<file path="src/pkg/dmx_pkg.sv">
package dmx_pkg;
  localparam int NUM_CH = 4;
  localparam int FIFO_DEPTH = 16;
  localparam int FIFO_WIDTH = 8;
  // Operand size codes of the channel set-up ports.
  localparam logic [1:0] SZ_LONG = 2'h0;
  localparam logic [1:0] SZ_BYTE = 2'h1;
  localparam logic [1:0] SZ_WORD = 2'h2;
  localparam logic [1:0] SZ_LINE = 2'h3;
  // Byte counts of each operand size.
  localparam logic [4:0] BYTES_BYTE = 5'h01;
  localparam logic [4:0] BYTES_WORD = 5'h02;
  localparam logic [4:0] BYTES_LONG = 5'h04;
  localparam logic [4:0] BYTES_LINE = 5'h10;
  // Bus cycle kind and modifier encodings.
  localparam logic [1:0] KIND_NORMAL = 2'h0;
  localparam logic [1:0] KIND_DMA = 2'h1;
  localparam logic [1:0] ACK_NONE = 2'h0;
  localparam logic [1:0] ACK_CH0 = 2'h1;
  localparam logic [1:0] ACK_CH1 = 2'h2;
  // Reset values.
  localparam logic [31:0] ADDR_RST = 32'h0000_0000;
  localparam logic [23:0] CNT_RST = 24'h00_0000;
  localparam logic [1:0] SYNC_RST = 2'h3;
  typedef enum logic [2:0] {
    ST_IDLE = 3'h0,
    ST_RD = 3'h1,
    ST_UNLD = 3'h3,
    ST_LOAD = 3'h2,
    ST_WR = 3'h6
  } dmx_state_t;
endpackage : dmx_pkg

</file>
<file path="src/pkg/dmx_mem_if.sv">
`timescale 1ns/1ps
interface dmx_mem_if #(
  parameter int W = 8,
  parameter int D = 16
);
  logic wr_en;
  logic [$clog2(D)-1:0] wr_addr;
  logic [W-1:0] wr_data;
  logic [$clog2(D)-1:0] rd_addr;
  logic [W-1:0] rd_data;
  modport ctrl (output wr_en, wr_addr, wr_data, rd_addr, input rd_data);
  modport mem (input wr_en, wr_addr, wr_data, rd_addr, output rd_data);
endinterface : dmx_mem_if

</file>
<file path="src/hw/dmx_buf_mem.sv">
`timescale 1ns/1ps
module dmx_buf_mem #(
  parameter int W = 8,
  parameter int D = 16
) (
  // Clock.
  input wire logic i_core_clk,
  // Storage port.
  dmx_mem_if.mem mp
);
  logic [W-1:0] store [D];

  always_ff @(posedge i_core_clk) begin
    if (mp.wr_en) begin
      store[mp.wr_addr] <= mp.wr_data;
    end
  end

  // Write-first read so a word written this cycle is seen at once.
  always_ff @(posedge i_core_clk) begin
    if (mp.wr_en && (mp.wr_addr == mp.rd_addr)) begin
      mp.rd_data <= mp.wr_data;
    end else begin
      mp.rd_data <= store[mp.rd_addr];
    end
  end
endmodule : dmx_buf_mem

</file>
<file path="src/hw/dmx_fifo.sv">
`timescale 1ns/1ps
module dmx_fifo #(
  parameter int W = 8,
  parameter int D = 16
) (
  // Clock and reset.
  input wire logic i_core_clk,
  input wire logic i_srst,
  // Fill side.
  input wire logic i_in_valid,
  output logic o_in_ready,
  input wire logic [W-1:0] i_in_data,
  // Drain side.
  output logic o_out_valid,
  input wire logic i_out_ready,
  output logic [W-1:0] o_out_data,
  // Storage.
  dmx_mem_if.ctrl mp
);
  localparam int AW = $clog2(D);
  logic [AW-1:0] wr_ptr;
  logic [AW-1:0] rd_ptr;
  logic [AW:0] count;
  logic push;
  logic pop;

  assign o_in_ready = (count != (AW+1)'(D));
  assign o_out_valid = (count != '0);
  assign push = i_in_valid && o_in_ready;
  assign pop = o_out_valid && i_out_ready;
  assign o_out_data = mp.rd_data;
  assign mp.wr_en = push;
  assign mp.wr_addr = wr_ptr;
  assign mp.wr_data = i_in_data;
  assign mp.rd_addr = pop ? AW'(rd_ptr + 1'b1) : rd_ptr;

  always_ff @(posedge i_core_clk) begin
    if (i_srst) begin
      wr_ptr <= '0;
      rd_ptr <= '0;
      count <= '0;
    end else begin
      if (push) begin
        wr_ptr <= AW'(wr_ptr + 1'b1);
      end
      if (pop) begin
        rd_ptr <= AW'(rd_ptr + 1'b1);
      end
      count <= (AW+1)'(count + push - pop);
    end
  end
endmodule : dmx_fifo

</file>
<file path="src/hw/dmx_engine.sv">
`timescale 1ns/1ps
// Contract
// RULE1 - Four channels, own pointers, count, control, status.
// RULE2 - Only channels 0 and 1 use request pins.
// RULE3 - Channels 2, 3 requested by serial ports.
// RULE4 - System holds unused request pins high.
// RULE5 - Peripheral asserts its request to move operand.
// RULE6 - Asserted request starts access on that channel.
// RULE7 - Each request pin selectable as port bit.
// RULE8 - Transfer kind output is 01 during DMA.
// RULE9 - Modifier meaningful only for internal channel cycles.
// RULE10 - Upper modifier: 00 none, 01 ch0, 10 ch1.
// RULE11 - Control bit: acknowledge every or last transfer.
// RULE12 - Lowest modifier bit marks single-address access.
// RULE13 - Single-address only to off-chip targets.
// RULE14 - Arbitration only at transfer boundaries.
// RULE15 - Blocks up to 128 bits via sixteen-byte buffer.
// RULE16 - Independent sizes with automatic access alignment.
// RULE17 - Continuous and cycle-steal request servicing.
// RULE18 - Transfer may complete in two clocks.
// RULE19 - Start bit raises an internal request.
// RULE20 - Request pins synchronised before use.
module dmx_engine #(
  parameter int ADDR_W = 32,
  parameter int CNT_W = 24,
  parameter int BUF_DEPTH = dmx_pkg::FIFO_DEPTH
) (
  // Clock and reset.
  input wire logic i_core_clk,
  input wire logic i_srst,
  // Request sources.
  input wire logic [1:0] i_ext_transfer_request_n,
  input wire logic i_serial_port_a_irq,
  input wire logic i_serial_port_b_irq,
  input wire logic [1:0] i_pin_function_select,
  // Channel set-up.
  input wire logic [3:0] i_load,
  input wire logic [3:0][ADDR_W-1:0] i_source_pointer,
  input wire logic [3:0][ADDR_W-1:0] i_destination_pointer,
  input wire logic [3:0][CNT_W-1:0] i_byte_counter,
  input wire logic [3:0] i_start,
  input wire logic [3:0] i_request_enable,
  input wire logic [3:0] i_cycle_steal,
  input wire logic [3:0] i_ack_on_every_transfer,
  input wire logic [3:0] i_single_address_select,
  input wire logic [3:0] i_onchip_target,
  input wire logic [3:0] i_src_inc,
  input wire logic [3:0] i_dst_inc,
  input wire logic [3:0][1:0] i_src_size,
  input wire logic [3:0][1:0] i_dst_size,
  // Bus master side.
  input wire logic i_ext_master_active,
  input wire logic i_bus_ack,
  input wire logic [31:0] i_bus_rdata,
  output logic o_bus_rd,
  output logic o_bus_wr,
  output logic [ADDR_W-1:0] o_bus_addr,
  output logic [1:0] o_bus_size,
  output logic [31:0] o_bus_wdata,
  output logic [1:0] o_bus_cycle_kind,
  output logic [2:0] o_bus_cycle_modifier,
  // Status.
  output logic [1:0] o_parallel_port_bit,
  output logic [3:0] o_busy,
  output logic [3:0] o_done
);
  localparam int NCH = dmx_pkg::NUM_CH;
  localparam int FW = dmx_pkg::FIFO_WIDTH;

  function automatic logic [4:0] size_bytes(input logic [1:0] sz);
    case (sz)
      dmx_pkg::SZ_BYTE: size_bytes = dmx_pkg::BYTES_BYTE;
      dmx_pkg::SZ_WORD: size_bytes = dmx_pkg::BYTES_WORD;
      dmx_pkg::SZ_LINE: size_bytes = dmx_pkg::BYTES_LINE;
      default: size_bytes = dmx_pkg::BYTES_LONG;
    endcase
  endfunction : size_bytes

  // A misaligned address or a short remainder falls back to bytes.
  function automatic logic [4:0] beat_bytes(input logic [1:0] sz,
      input logic [1:0] a, input logic [4:0] left);
    logic [4:0] b;
    b = size_bytes(sz);
    if (b > dmx_pkg::BYTES_LONG) begin
      b = dmx_pkg::BYTES_LONG;
    end
    if ((b == dmx_pkg::BYTES_WORD && a[0]) ||
        (b == dmx_pkg::BYTES_LONG && a != 2'h0) || b > left) begin
      b = dmx_pkg::BYTES_BYTE; // [RULE16]
    end
    return b;
  endfunction : beat_bytes

  function automatic logic [1:0] size_code(input logic [4:0] b);
    case (b)
      dmx_pkg::BYTES_BYTE: size_code = dmx_pkg::SZ_BYTE;
      dmx_pkg::BYTES_WORD: size_code = dmx_pkg::SZ_WORD;
      default: size_code = dmx_pkg::SZ_LONG;
    endcase
  endfunction : size_code

  logic [1:0] sync1;
  logic [1:0] sync2;
  logic [NCH-1:0] req_line;
  logic [NCH-1:0] pend;
  logic [NCH-1:0] next_pend;
  logic [NCH-1:0] elig;
  logic [NCH-1:0][ADDR_W-1:0] src_ptr;
  logic [NCH-1:0][ADDR_W-1:0] dst_ptr;
  logic [NCH-1:0][CNT_W-1:0] cnt;
  dmx_pkg::dmx_state_t state;
  dmx_pkg::dmx_state_t next_state;
  logic [1:0] cur_ch;
  logic [1:0] next_ch;
  logic [ADDR_W-1:0] cur_src;
  logic [ADDR_W-1:0] next_src;
  logic [ADDR_W-1:0] cur_dst;
  logic [ADDR_W-1:0] next_dst;
  logic [4:0] blk_total;
  logic [4:0] next_blk_total;
  logic [4:0] blk_rd;
  logic [4:0] next_blk_rd;
  logic [4:0] blk_wr;
  logic [4:0] next_blk_wr;
  logic [4:0] beat;
  logic [4:0] next_beat;
  logic [4:0] bcnt;
  logic [4:0] next_bcnt;
  logic [31:0] rd_word;
  logic [31:0] next_rd_word;
  logic [31:0] wr_word;
  logic [31:0] next_wr_word;
  logic single;
  logic next_single;
  logic finish;
  logic cnt_last;
  logic any_elig;
  logic [1:0] pick;
  logic push_ready;
  logic pop_valid;
  logic [FW-1:0] pop_data;
  logic [FW-1:0] push_data;

  // Pins pass two flops; the second stage alone feeds logic.
  always_ff @(posedge i_core_clk) begin
    if (i_srst) begin
      sync1 <= dmx_pkg::SYNC_RST;
      sync2 <= dmx_pkg::SYNC_RST;
    end else begin
      sync1 <= i_ext_transfer_request_n; // [RULE20]
      sync2 <= sync1; // [RULE20]
    end
  end

  // Request pins low mean a request; idle pins are held high outside.
  assign req_line[0] = i_pin_function_select[0] && !sync2[0]; // [RULE2] [RULE4] [RULE7]
  assign req_line[1] = i_pin_function_select[1] && !sync2[1]; // [RULE2] [RULE4] [RULE7]
  assign req_line[2] = i_serial_port_a_irq; // [RULE3]
  assign req_line[3] = i_serial_port_b_irq; // [RULE3]

  always_ff @(posedge i_core_clk) begin
    if (i_srst) begin
      o_parallel_port_bit <= 2'h0;
    end else begin
      for (int i = 0; i < 2; i++) begin
        o_parallel_port_bit[i] <= !i_pin_function_select[i] && sync2[i]; // [RULE7]
      end
    end
  end

  assign cnt_last = (cnt[cur_ch] <= CNT_W'(blk_total));
  assign finish = i_bus_ack && ((state == dmx_pkg::ST_RD && single) ||
    (state == dmx_pkg::ST_WR && blk_wr == beat));

  // A new request wins over the clear of the same cycle.
  generate
    for (genvar c = 0; c < NCH; c++) begin : g_pend
      logic set;
      logic clr;
      assign set = i_start[c] || (req_line[c] && i_request_enable[c]); // [RULE5] [RULE6] [RULE19]
      assign clr = (cnt[c] == '0) || (finish && cur_ch == 2'(c) &&
        (i_cycle_steal[c] || cnt_last)); // [RULE17]
      assign next_pend[c] = set || (pend[c] && !clr);
      assign elig[c] = pend[c] && (cnt[c] != '0);
    end
  endgenerate

  always_ff @(posedge i_core_clk) begin
    if (i_srst) begin
      pend <= '0;
      o_busy <= '0;
      o_done <= '0;
    end else begin
      pend <= next_pend;
      o_busy <= next_pend;
      for (int c = 0; c < NCH; c++) begin
        o_done[c] <= finish && cur_ch == 2'(c) && cnt_last;
      end
    end
  end

  // Per-channel pointers and counts, written back at transfer end.
  always_ff @(posedge i_core_clk) begin
    if (i_srst) begin
      for (int c = 0; c < NCH; c++) begin
        src_ptr[c] <= ADDR_W'(dmx_pkg::ADDR_RST);
        dst_ptr[c] <= ADDR_W'(dmx_pkg::ADDR_RST);
        cnt[c] <= CNT_W'(dmx_pkg::CNT_RST);
      end
    end else begin
      for (int c = 0; c < NCH; c++) begin
        if (i_load[c]) begin
          src_ptr[c] <= i_source_pointer[c]; // [RULE1]
          dst_ptr[c] <= i_destination_pointer[c]; // [RULE1]
          cnt[c] <= i_byte_counter[c]; // [RULE1]
        end else if (finish && cur_ch == 2'(c)) begin
          src_ptr[c] <= next_src;
          dst_ptr[c] <= next_dst;
          cnt[c] <= cnt_last ? '0 : CNT_W'(cnt[c] - blk_total);
        end
      end
    end
  end

  // The lowest eligible channel wins, sampled only while idle.
  always_comb begin
    pick = 2'h0;
    any_elig = 1'b0;
    for (int c = NCH - 1; c >= 0; c--) begin
      if (elig[c]) begin
        pick = 2'(c);
        any_elig = 1'b1;
      end
    end
  end

  always_comb begin
    next_state = state;
    next_ch = cur_ch;
    next_src = cur_src;
    next_dst = cur_dst;
    next_blk_total = blk_total;
    next_blk_rd = blk_rd;
    next_blk_wr = blk_wr;
    next_beat = beat;
    next_bcnt = bcnt;
    next_rd_word = rd_word;
    next_wr_word = wr_word;
    next_single = single;
    case (state)
      dmx_pkg::ST_IDLE: begin
        if (any_elig) begin
          next_ch = pick; // [RULE14]
          next_src = src_ptr[pick];
          next_dst = dst_ptr[pick];
          next_blk_total = size_bytes(i_src_size[pick]);
          if (size_bytes(i_dst_size[pick]) > next_blk_total) begin
            next_blk_total = size_bytes(i_dst_size[pick]); // [RULE16]
          end
          next_blk_rd = next_blk_total;
          next_blk_wr = next_blk_total;
          next_single = i_single_address_select[pick] &&
            !i_onchip_target[pick]; // [RULE13]
          next_beat = beat_bytes(i_src_size[pick], next_src[1:0],
            next_blk_total);
          next_state = dmx_pkg::ST_RD;
        end
      end
      dmx_pkg::ST_RD: begin
        if (i_bus_ack && single) begin
          // Request cycle plus acknowledge cycle ends the transfer.
          if (i_src_inc[cur_ch]) begin
            next_src = cur_src + ADDR_W'(beat); // [RULE18]
          end
          next_state = dmx_pkg::ST_IDLE;
        end else if (i_bus_ack) begin
          next_rd_word = i_bus_rdata;
          next_bcnt = 5'h00;
          next_state = dmx_pkg::ST_UNLD;
        end
      end
      dmx_pkg::ST_UNLD: begin
        if (push_ready) begin
          next_bcnt = 5'(bcnt + 1'b1);
          if (next_bcnt == beat) begin
            next_blk_rd = 5'(blk_rd - beat);
            if (i_src_inc[cur_ch]) begin
              next_src = cur_src + ADDR_W'(beat);
            end
            next_bcnt = 5'h00;
            if (next_blk_rd == 5'h00) begin
              next_wr_word = 32'h0000_0000;
              next_beat = beat_bytes(i_dst_size[cur_ch], cur_dst[1:0],
                blk_wr);
              next_state = dmx_pkg::ST_LOAD;
            end else begin
              next_beat = beat_bytes(i_src_size[cur_ch], next_src[1:0],
                next_blk_rd);
              next_state = dmx_pkg::ST_RD;
            end
          end
        end
      end
      dmx_pkg::ST_LOAD: begin
        if (pop_valid) begin
          next_wr_word = wr_word | (32'(pop_data) << {bcnt[1:0], 3'h0});
          next_bcnt = 5'(bcnt + 1'b1);
          if (next_bcnt == beat) begin
            next_state = dmx_pkg::ST_WR;
          end
        end
      end
      dmx_pkg::ST_WR: begin
        if (i_bus_ack) begin
          next_blk_wr = 5'(blk_wr - beat);
          if (i_dst_inc[cur_ch]) begin
            next_dst = cur_dst + ADDR_W'(beat);
          end
          next_bcnt = 5'h00;
          next_wr_word = 32'h0000_0000;
          if (next_blk_wr == 5'h00) begin
            next_state = dmx_pkg::ST_IDLE;
          end else begin
            next_beat = beat_bytes(i_dst_size[cur_ch], next_dst[1:0],
              next_blk_wr);
            next_state = dmx_pkg::ST_LOAD;
          end
        end
      end
      default: begin
        next_state = dmx_pkg::ST_IDLE;
      end
    endcase
  end

  always_ff @(posedge i_core_clk) begin
    if (i_srst) begin
      state <= dmx_pkg::ST_IDLE;
      cur_ch <= 2'h0;
      cur_src <= ADDR_W'(dmx_pkg::ADDR_RST);
      cur_dst <= ADDR_W'(dmx_pkg::ADDR_RST);
      blk_total <= 5'h00;
      blk_rd <= 5'h00;
      blk_wr <= 5'h00;
      beat <= 5'h00;
      bcnt <= 5'h00;
      rd_word <= 32'h0000_0000;
      wr_word <= 32'h0000_0000;
      single <= 1'b0;
    end else begin
      state <= next_state;
      cur_ch <= next_ch;
      cur_src <= next_src;
      cur_dst <= next_dst;
      blk_total <= next_blk_total;
      blk_rd <= next_blk_rd;
      blk_wr <= next_blk_wr;
      beat <= next_beat;
      bcnt <= next_bcnt;
      rd_word <= next_rd_word;
      wr_word <= next_wr_word;
      single <= next_single;
    end
  end

  // Bus outputs are registered copies of the next cycle's access.
  always_ff @(posedge i_core_clk) begin
    if (i_srst) begin
      o_bus_rd <= 1'b0;
      o_bus_wr <= 1'b0;
      o_bus_addr <= ADDR_W'(dmx_pkg::ADDR_RST);
      o_bus_size <= dmx_pkg::SZ_LONG;
      o_bus_wdata <= 32'h0000_0000;
      o_bus_cycle_kind <= dmx_pkg::KIND_NORMAL;
      o_bus_cycle_modifier <= 3'h0;
    end else begin
      o_bus_rd <= (next_state == dmx_pkg::ST_RD);
      o_bus_wr <= (next_state == dmx_pkg::ST_WR);
      o_bus_addr <= (next_state == dmx_pkg::ST_WR) ? next_dst : next_src;
      o_bus_size <= size_code(next_beat);
      o_bus_wdata <= next_wr_word;
      if (next_state == dmx_pkg::ST_RD || next_state == dmx_pkg::ST_WR) begin
        o_bus_cycle_kind <= dmx_pkg::KIND_DMA; // [RULE8]
        o_bus_cycle_modifier[0] <= next_single; // [RULE12]
        if (i_ack_on_every_transfer[next_ch] ||
            cnt[next_ch] <= CNT_W'(next_blk_total)) begin // [RULE11]
          case (next_ch)
            2'h0: o_bus_cycle_modifier[2:1] <= dmx_pkg::ACK_CH0; // [RULE10]
            2'h1: o_bus_cycle_modifier[2:1] <= dmx_pkg::ACK_CH1; // [RULE10]
            default: o_bus_cycle_modifier[2:1] <= dmx_pkg::ACK_NONE;
          endcase
        end else begin
          o_bus_cycle_modifier[2:1] <= dmx_pkg::ACK_NONE;
        end
      end else begin
        o_bus_cycle_kind <= i_ext_master_active ? dmx_pkg::KIND_DMA :
          dmx_pkg::KIND_NORMAL; // [RULE8]
        o_bus_cycle_modifier <= 3'h0; // [RULE9]
      end
    end
  end

  dmx_mem_if #(.W(FW), .D(BUF_DEPTH)) buf_if ();

  assign push_data = rd_word[{bcnt[1:0], 3'h0} +: 8];

  dmx_fifo #(.W(FW), .D(BUF_DEPTH)) u_fifo (
    .i_core_clk(i_core_clk),
    .i_srst(i_srst),
    .i_in_valid(state == dmx_pkg::ST_UNLD), // [RULE15]
    .o_in_ready(push_ready),
    .i_in_data(push_data),
    .o_out_valid(pop_valid),
    .i_out_ready(state == dmx_pkg::ST_LOAD),
    .o_out_data(pop_data),
    .mp(buf_if.ctrl)
  );

  dmx_buf_mem #(.W(FW), .D(BUF_DEPTH)) u_mem (
    .i_core_clk(i_core_clk),
    .mp(buf_if.mem)
  );
endmodule : dmx_engine

</file>
<file path="config.mk">
export PLATFORM = sky130hd
export DESIGN_NAME = dmx_engine
export DESIGN_NICKNAME = d
export VERILOG_FILES = /design/src/pkg/dmx_pkg.sv /design/src/pkg/dmx_mem_if.sv /design/src/hw/dmx_buf_mem.sv /design/src/hw/dmx_fifo.sv /design/src/hw/dmx_engine.sv
export SDC_FILE = /design/constraint.sdc
export NUM_CORES = 2
export LEC_CHECK = 0
export BUFFER_PORTS_ARGS = -buffer_cell sky130_fd_sc_hd__buf_2
export CORE_ASPECT_RATIO = 0.6
export CORE_MARGIN = 2
export CORE_UTILIZATION = 55
export CTS_BUF_LIST = sky130_fd_sc_hd__clkbuf_16
export CTS_CLUSTER_DIAMETER = 200
export DETAILED_ROUTE_END_ITERATION = 7
export GPL_ROUTABILITY_DRIVEN = 0
export MAX_ROUTING_LAYER = met4
export PLACE_DENSITY = 0.79
export SYNTH_ARGS = -nofsm -noshare
export SYNTH_HDL_FRONTEND = slang
export SYNTH_SLANG_ARGS = --single-unit
</file>
<file path="constraint.sdc">
create_clock -name i_core_clk -period 12.55 [get_ports i_core_clk]
set_input_delay 1.8825 -clock i_core_clk [delete_from_list [all_inputs] [get_ports i_core_clk]]
set_output_delay 1.8825 -clock i_core_clk [all_outputs]
set_load 0.01 [all_outputs]
</file>
# After elaboration in Yosys (flattened, before gate mapping)
# Memories as Yosys holds them, arrays and structs flattened. A register that Yosys moved wholly into a read port is not among the register bits.
# Index checks and enable logic that the tools add are counted.
# totals
regBits	579
mem_bits_rw	128
inputBits	446
elab_cells	399
memories	1
# op_classes
add_sub_neg	13
magnitude_cmp	14
eq_ne	42
shift	2
n_mux	170
bitwise_logic	4
reduce_logical	113
# mem_list
name	words	width	read_ports	rd_clocked_by_memory_dff	wr	line_no	text
u_mem.store	16	8	1	1	1	dmx_buf_mem.sv:11	logic [W-1:0] store [D];
# op_table
operator	count
32-bit two-way mux	37
24-bit two-way mux	14
5-bit two-way mux	56
32-bit one-hot mux with 3 select lines	2
32-bit binary-select mux with 2-bit select	2
24-bit binary-select mux with 2-bit select	2
24-bit zero test	4
24-bit nonzero test	4
24-bit by 5-bit subtractor with 24-bit output	4
5-bit one-hot mux with 3 select lines	5
32-bit by 5-bit adder with 32-bit output	2
32-bit one-hot mux with 2 select lines	1
24-bit by 5-bit less-or-equal comparator with 1-bit output	2
1-bit logical AND	43
32-bit bitwise OR	1
32-bit by 6-bit indexed part select with 8-bit output	1
8-bit by 5-bit left shift with 32-bit output	1
1-bit logical OR	27
5-bit by 2-bit == test with 1-bit output (second input constant)	5
5-bit > comparator	5
2-bit two-way mux	12
3-bit two-way mux	8
2-bit == test (second input constant)	10
5-bit by 3-bit == test with 1-bit output (second input constant)	4
other kinds (38)	106

# Depth between registers and ports, before layout
# depth
depth_word	25
mapped_depth	34
depth_no_buf	29

# Hierarchy
# From an unflattened synthesis, not the netlist that was laid out.
# unflattened
hier_cells	4241
area_unflattened_um2	36563.8
# by_module_without_submodules
module	instances	cells_each	area_per_inst_um2	seq_area_each_um2
dmx_engine	1	3912	30621.9	11310.8
dmx_buf_mem	1	225	5067.4	3923.8
dmx_fifo	1	104	874.6	260.2

# Worst setup path after synthesis
# No wires, ideal clock.
# synth_path
path_kind	reg-to-reg
startpoint	register cnt[16] (netlist bit)
endpoint	register o_bus_size[1]
setup_ns	0.116
t_arrival_ns	6.271
required_ns	12.434
setup_slack_ns	6.164
stages_incl_launch_ff	32
path_buffers	4
synth_period_minus_slack_ns	6.386
path_cell_list	dfxtp_1 or4_4 or4_4 o41a_1 buf_6 a211oi_4 buf_6 buf_2 buf_2 mux2i_1 mux2i_1 ha_1 inv_1 ha_1 nor2b_1 o21ai_0 nand2b_1 a21oi_1 a41o_1 nand3b_1 o32ai_1 a21oi_1 ha_1 nor2b_1 o21ai_0 nand2b_1 a21oi_1 a41oi_1 nor2_1 nand3_1 and4_1 and3_1
# synth_via
elab_chain_len	22
# synth_lines
item	line_no	text
start, declared	dmx_engine.sv:110	logic [NCH-1:0][CNT_W-1:0] cnt;
start signal, assigned by index	dmx_engine.sv:208	cnt[c] <= CNT_W'(dmx_pkg::CNT_RST);
start signal, assigned by index	dmx_engine.sv:215	cnt[c] <= i_byte_counter[c];
start signal, assigned by index	dmx_engine.sv:219	cnt[c] <= cnt_last ? '0 : CNT_W'(cnt[c] - blk_total);
24-bit nonzero test (*)	dmx_engine.sv:184	assign elig[c] = pend[c] && (cnt[c] != '0);
1-bit logical AND (*)	dmx_engine.sv:184	
branches (longest 16 deep; another with 5-bit by 3-bit > comparator with 1-bit output)	-	
5-bit two-way mux (*)	dmx_engine.sv:252	if (any_elig) begin
5-bit one-hot mux with 3 select lines (*)	dmx_engine.sv:250	case (state)
5-bit by 2-bit == test with 1-bit output / 5-bit by 1-bit == test with 1-bit output (equally long branches)	dmx_engine.sv:95	case (b)
2-bit one-hot mux with 2 select lines (*)	dmx_engine.sv:95	
end signal, assigned	dmx_engine.sv:372	o_bus_size <= dmx_pkg::SZ_LONG;
end signal, assigned	dmx_engine.sv:380	o_bus_size <= size_code(next_beat);
end, declared	dmx_engine.sv:58	output logic [1:0] o_bus_size,
# Every way passes the cells marked *. The select of a mux whose other input is x is not followed.
# A chain may end at the register's enable or synchronous reset.

# Final worst setup path
# layout_path
startpoint	register cnt[82] (netlist bit)
endpoint	register o_bus_cycle_modifier[1]
# layout_via
elab_chain_len	22
# layout_lines
item	line_no	text
24-bit nonzero test	dmx_engine.sv:184	
1-bit logical AND	dmx_engine.sv:184	
2-bit two-way mux (4 in a row)	dmx_engine.sv:230	if (elig[c]) begin
2-bit binary-select mux with 2-bit select, on equally long branches	dmx_engine.sv:257, dmx_engine.sv:258, dmx_engine.sv:256	
2-bit two-way mux, on equally long branches	dmx_engine.sv:257, dmx_engine.sv:258, dmx_engine.sv:256	
2-bit == test / 2-bit by 1-bit == test with 1-bit output (equally long branches)	dmx_engine.sv:71	case (sz)
5-bit one-hot mux with 3 select lines	dmx_engine.sv:71	
5-bit two-way mux	dmx_engine.sv:252	
(+3 left out)	-	
5-bit two-way mux	dmx_engine.sv:252	
5-bit two-way mux	dmx_engine.sv:250	
5-bit two-way mux	dmx_engine.sv:252	
5-bit two-way mux	dmx_engine.sv:250	
24-bit by 5-bit less-or-equal comparator with 1-bit output	dmx_engine.sv:386	cnt[next_ch] <= CNT_W'(next_blk_total)) begin
1-bit logical OR	dmx_engine.sv:385	if (i_ack_on_every_transfer[next_ch] ||
1-bit NOT (no line)	-	
3-bit OR reduction (no line)	-	
end signal, assigned	dmx_engine.sv:388	2'h0: o_bus_cycle_modifier[2:1] <= dmx_pkg::ACK_CH0;
end signal, assigned	dmx_engine.sv:389	2'h1: o_bus_cycle_modifier[2:1] <= dmx_pkg::ACK_CH1;
end signal, assigned	dmx_engine.sv:390	default: o_bus_cycle_modifier[2:1] <= dmx_pkg::ACK_NONE;
end, declared	dmx_engine.sv:61	output logic [2:0] o_bus_cycle_modifier,
# Parallel ways exist; a longest one is shown, timed or not. The select of a mux whose other input is x is not followed.

==> metrics.txt <==
# TYPE chip_impl_metric gauge
chip_impl_info{name="run_status",value="completed"} 1
chip_impl_metric{name="avgViaCountPerCell",unit=""} 6.53
chip_impl_metric{name="cts_setup_buffers",unit=""} 0
chip_impl_metric{name="first_global_vias",unit=""} 32600
chip_impl_metric{name="nNetsFinal",unit=""} 4990
chip_impl_info{name="critical_path.startpoint_type",value="register"} 1
chip_impl_metric{name="worst_ep_required_time",unit="ns"} 13.09
chip_impl_metric{name="skew",unit="ns"} 0.0318
chip_impl_metric{name="numCtsBuffers",unit=""} 68
chip_impl_metric{name="share_clk_of_total_power",unit="%"} 29.4
chip_impl_metric{name="cap_viol_max_count",unit=""} 0
chip_impl_metric{name="clk_path_buf_depth",unit=""} 3
chip_impl_metric{name="cts_resized",unit=""} 0
chip_impl_info{name="critPathMostFrequentCell",value="sky130_fd_sc_hd__a21oi_1"} 1
chip_impl_metric{name="clk_latency",unit="ns"} 0.65
chip_impl_info{name="yosysMostFrequentCell",value="sky130_fd_sc_hd__dfxtp_1"} 1
chip_impl_metric{name="p_sw",unit="mW"} 2.57
chip_impl_metric{name="worst-slew-pin-transition",unit="ns"} 1.35
chip_impl_metric{name="routed_wire_length_per_instance",unit="um"} 24.5
chip_impl_metric{name="global_route.usage.total",unit="%"} 38.8
chip_impl_metric{name="total_power",unit="mW"} 7.02
chip_impl_metric{name="worstPathArrival",unit="ns"} 7.92
chip_impl_metric{name="drtAntennaViolNets",unit=""} 0
chip_impl_metric{name="share_of_the_synthesized_netlist_area_taken_by_xor_and_xnor_gates",unit="%"} 1.35
chip_impl_metric{name="synth-seq-cells",unit=""} 710
chip_impl_metric{name="intPower",unit="mW"} 4.45
chip_impl_metric{name="irDropWorstVdd",unit="uV"} 111
chip_impl_metric{name="clkTransAtPathRegs",unit="ns"} 0.06
chip_impl_metric{name="yosys.area_share.simple",unit="%"} 19.1
chip_impl_metric{name="worst_path_largest_cell_delay",unit="ns"} 0.70
chip_impl_metric{name="syn_to_final_growth",unit="%"} 14.4
chip_impl_metric{name="timing.final.hold_violations",unit=""} 0
chip_impl_metric{name="postSynthCellCount",unit=""} 4098
chip_impl_info{name="grt_setup_unrepaired",value="no"} 1
chip_impl_metric{name="drt_first_pass_iters",unit=""} 7
chip_impl_metric{name="timing.slew.headroom",unit="%"} 7.62
chip_impl_metric{name="cts-htree-levels",unit=""} 3
chip_impl_metric{name="syn-mean-instance-area",unit="sq um"} 8.89
chip_impl_info{name="cts_tree",value="built"} 1
chip_impl_metric{name="critical_path_peak_fanout",unit=""} 44
chip_impl_metric{name="antenna_found_initial",unit=""} 22
chip_impl_metric{name="detailedRoute.firstIterationViolations",unit=""} 5493
chip_impl_metric{name="seq_area_frac_synth",unit="%"} 42.5
chip_impl_metric{name="detailroute.via_count",unit=""} 35400
chip_impl_metric{name="routed_wirelength",unit="um"} 133000
chip_impl_info{name="timing_worst_setup_path_type",value="register to register"} 1
chip_impl_metric{name="grt_max_degree",unit=""} 194
chip_impl_metric{name="asyncSetResetFlopFracSynth",unit="%"} 0
chip_impl_metric{name="grt_overflow_total",unit=""} 0
chip_impl_info{name="dominantRegCellSynth",value="sky130_fd_sc_hd__dfxtp_1"} 1
chip_impl_metric{name="start_util",unit="%"} 55.3
chip_impl_metric{name="timing.final.crit_period",unit="ns"} 7.38
chip_impl_metric{name="drive_gt1_share",unit="%"} 18.7
chip_impl_info{name="critPathSlowestCell",value="sky130_fd_sc_hd__o41ai_4"} 1
chip_impl_metric{name="half_perimeter_wire_length_after_detailed_placement",unit="um"} 92000
chip_impl_metric{name="fill_cells",unit=""} 5482
chip_impl_metric{name="switching_share",unit="%"} 36.7
chip_impl_metric{name="cts.hold.buffers_added",unit=""} 0
chip_impl_info{name="clock_tree.root_cell",value="sky130_fd_sc_hd__clkbuf_16"} 1
chip_impl_metric{name="netlist_area",unit="sq mm"} 0.0364
chip_impl_metric{name="combinational_power_share",unit="%"} 31.8
chip_impl_metric{name="holdPathStages",unit=""} 1
chip_impl_metric{name="post-route-period-util",unit="%"} 58.8
chip_impl_metric{name="finalMaxSlewViolations",unit=""} 0
chip_impl_metric{name="synth.mux.area_fraction",unit="%"} 8.09
chip_impl_metric{name="ys.warnings.count",unit=""} 0
chip_impl_metric{name="cell_pwr_density",unit="mW/mm^2"} 168
chip_impl_metric{name="grt_pass1_wl",unit="um"} 197000
chip_impl_info{name="synth_area_leaders",value="sky130_fd_sc_hd__dfxtp_1 (32%), sky130_fd_sc_hd__edfxtp_1 (11%), sky130_fd_sc_hd__mux4_2 (6.9%)"} 1
chip_impl_metric{name="io-pin-count",unit=""} 529
chip_impl_metric{name="setup_tns",unit="ns"} 0
chip_impl_metric{name="seqPwrFrac",unit="%"} 38.8
chip_impl_metric{name="buffer_ports.inserted",unit=""} 525
chip_impl_metric{name="finalSetupViolations",unit=""} 0
chip_impl_metric{name="maxClockFrequency",unit="GHz"} 0.135
chip_impl_metric{name="power_leakage",unit="nW"} 16.7
chip_impl_info{name="synthDominantAreaCellType",value="sky130_fd_sc_hd__dfxtp_1"} 1
chip_impl_info{name="hold_path.class",value="register to register"} 1
chip_impl_info{name="synth_top_cells_by_count",value="sky130_fd_sc_hd__dfxtp_1 (582), sky130_fd_sc_hd__nor2_1 (580), sky130_fd_sc_hd__nor3_1 (303)"} 1
chip_impl_metric{name="die_x",unit="um"} 336
chip_impl_metric{name="die_height",unit="um"} 203
chip_impl_metric{name="number_of_distinct_library_cells_after_synthesis",unit=""} 92
chip_impl_metric{name="synth-edff-count",unit=""} 128
chip_impl_metric{name="synth_compound_gate_area_share",unit="%"} 19.3
chip_impl_info{name="end_kind",value="register"} 1
chip_impl_metric{name="worst_r2r_path_depth",unit=""} 29
chip_impl_info{name="synth_top_family_by_area",value="compound AO/OA/AOI/OAI gates"} 1
chip_impl_metric{name="synth_adder_area_share",unit="%"} 3.72
chip_impl_metric{name="clock-sinks",unit=""} 710
chip_impl_metric{name="post-route-drc-count",unit=""} 0
chip_impl_metric{name="coreArea",unit="sq mm"} 0.0659
chip_impl_metric{name="netlist.area_leader.share",unit="%"} 32.0
chip_impl_metric{name="num_rows",unit=""} 73
chip_impl_metric{name="floorplan.die_area",unit="sq mm"} 0.0684
## flip-flops by register name, summed over array words and instances, names as in the netlist, 5 cells and up, named ones only
signal	cells
o_bus_addr	32
dst_ptr	128
blk_wr	5
blk_total	5
src_ptr	128
u_fifo.count	5
beat	5
bcnt	5
cur_src	32
blk_rd	5
cur_dst	32
cnt	96
u_mem.store	128
o_bus_wdata	32
rd_word	32
## cell families (layout without fill, tap and decap cells)
kind of cell               count (synthesis)  in the layout
buffers and inverters                    550            943
and+or+nand+nor                         1512           1512
muxes                                    147            147
AOI/OAI and AO/OA                       1019           1019
DFF                                      710            710
adders and majority gates                103            103
xor gates and xnor gates                  56             56
other                                      1             26
## power by group through the flow
stage	clock network (mW)	registers, mW	logic [mW]
after detailed placement	0	2.76	2.13
after floorplan	0	2.70	1.47
final	2.06	2.72	2.23
after global routing	2.15	2.74	2.40
after global placement	0	2.75	2.09
after CTS	2.06	2.71	2.15
## through the flow
step	utilization, %	hold slack [ns]	std cells	setup slack, ns	area, sq um
global route	63.3	0.431	5413	4.72	41700
finish	63.3	0.414	5416	5.17	41700
detailed placement	60.0	0.399	5271	5.37	39500
global placement	60.0	0.394	5271	5.52	39500
CTS	63.2	0.414	5393	5.32	41600
floorplan	-	0.389	4100	6.16	36500
## worst max-delay path: cells and delay by family, from the launching register on
| family | cells | cell delay [ns] |
|---|---|---|
| AO/OA/AOI/OAI | 11 | 2.60 |
| multiplexers | 1 | 0.24 |
| adder cells (fa/ha/maj) | 3 | 0.77 |
| buffers and inverters | 2 | 0.75 |
| flip-flops | 1 | 0.36 |
| AND/OR/NAND/NOR | 12 | 2.57 |
## cell type report
class | instances | area (sq um) | area share (%)
antenna | 23 | 57.6 | 0.138
clock buffer | 69 | 1730 | 4.14
clock inverter | 53 | 442 | 1.06
inverter | 243 | 912 | 2.19
multi-input combinational | 2840 | 18900 | 45.3
sequential | 710 | 15500 | 37.2
tap | 900 | 1130 | 2.70
timing repair buffer | 578 | 3070 | 7.35
## layout by cell type (no fill, tap or decap), types with 17 or more instances in the layout
master / netlist / layout
sky130_fd_sc_hd__dfxtp_1: 582 / 580
sky130_fd_sc_hd__nor2_1: 580 / 577
sky130_fd_sc_hd__buf_2: 11 / 520
sky130_fd_sc_hd__nor3_1: 303 / 301
sky130_fd_sc_hd__nand2_1: 283 / 280
sky130_fd_sc_hd__inv_1: 239 / 257
sky130_fd_sc_hd__a21oi_1: 252 / 252
sky130_fd_sc_hd__a2111oi_0: 198 / 198
sky130_fd_sc_hd__o21ai_0: 135 / 135
sky130_fd_sc_hd__edfxtp_1: 128 / 128
sky130_fd_sc_hd__mux4_2: 111 / 111
sky130_fd_sc_hd__ha_1: 94 / 94
sky130_fd_sc_hd__nor2b_1: 85 / 85
sky130_fd_sc_hd__a31oi_1: 74 / 74
sky130_fd_sc_hd__clkbuf_16: 0 / 69
sky130_fd_sc_hd__a221oi_1: 56 / 56
sky130_fd_sc_hd__buf_4: 11 / 54
sky130_fd_sc_hd__a211oi_1: 50 / 50
sky130_fd_sc_hd__nand3_1: 50 / 50
sky130_fd_sc_hd__o21ai_1: 35 / 34
sky130_fd_sc_hd__nor4_1: 33 / 33
sky130_fd_sc_hd__and3_1: 31 / 31
sky130_fd_sc_hd__xnor2_1: 30 / 30
sky130_fd_sc_hd__and2_1: 28 / 27
sky130_fd_sc_hd__xor2_1: 26 / 26
sky130_fd_sc_hd__mux2i_1: 24 / 24
sky130_fd_sc_hd__diode_2: 0 / 23
sky130_fd_sc_hd__a22oi_1: 23 / 23
sky130_fd_sc_hd__o22ai_1: 22 / 22
sky130_fd_sc_hd__a21o_1: 22 / 22
sky130_fd_sc_hd__or3_1: 22 / 22
sky130_fd_sc_hd__nand4_1: 20 / 20
sky130_fd_sc_hd__a211o_1: 17 / 17
## metal layers
| metal | vias up | track usage [%] | wire length [um] |
|---|---|---|---|
| li1 | 15700 | - | - |
| met3 | 422 | 11.6 | 18800 |
| met5 | - | - | 0 |
| met1 | 16600 | 53.6 | 53400 |
| met2 | 2626 | 53.0 | 54600 |
| met4 | 0 | 15.4 | 5790 |
## final timing paths
kind | startpoint | to | slack, ns
worst min-delay path | sync1[0]$_SDFF_PP1_ | sync2[0]$_SDFF_PP1_ | 0.41
worst max register to register | cnt[82]$_SDFFE_PP0P_ | o_bus_cycle_modifier[1]$_SDFF_PP0_ | 5.17
worst max-delay path | cnt[82]$_SDFFE_PP0P_ | o_bus_cycle_modifier[1]$_SDFF_PP0_ | 5.17
worst min register to register | sync1[0]$_SDFF_PP1_ | sync2[0]$_SDFF_PP1_ | 0.41
(Power assumes the default switching activity.)
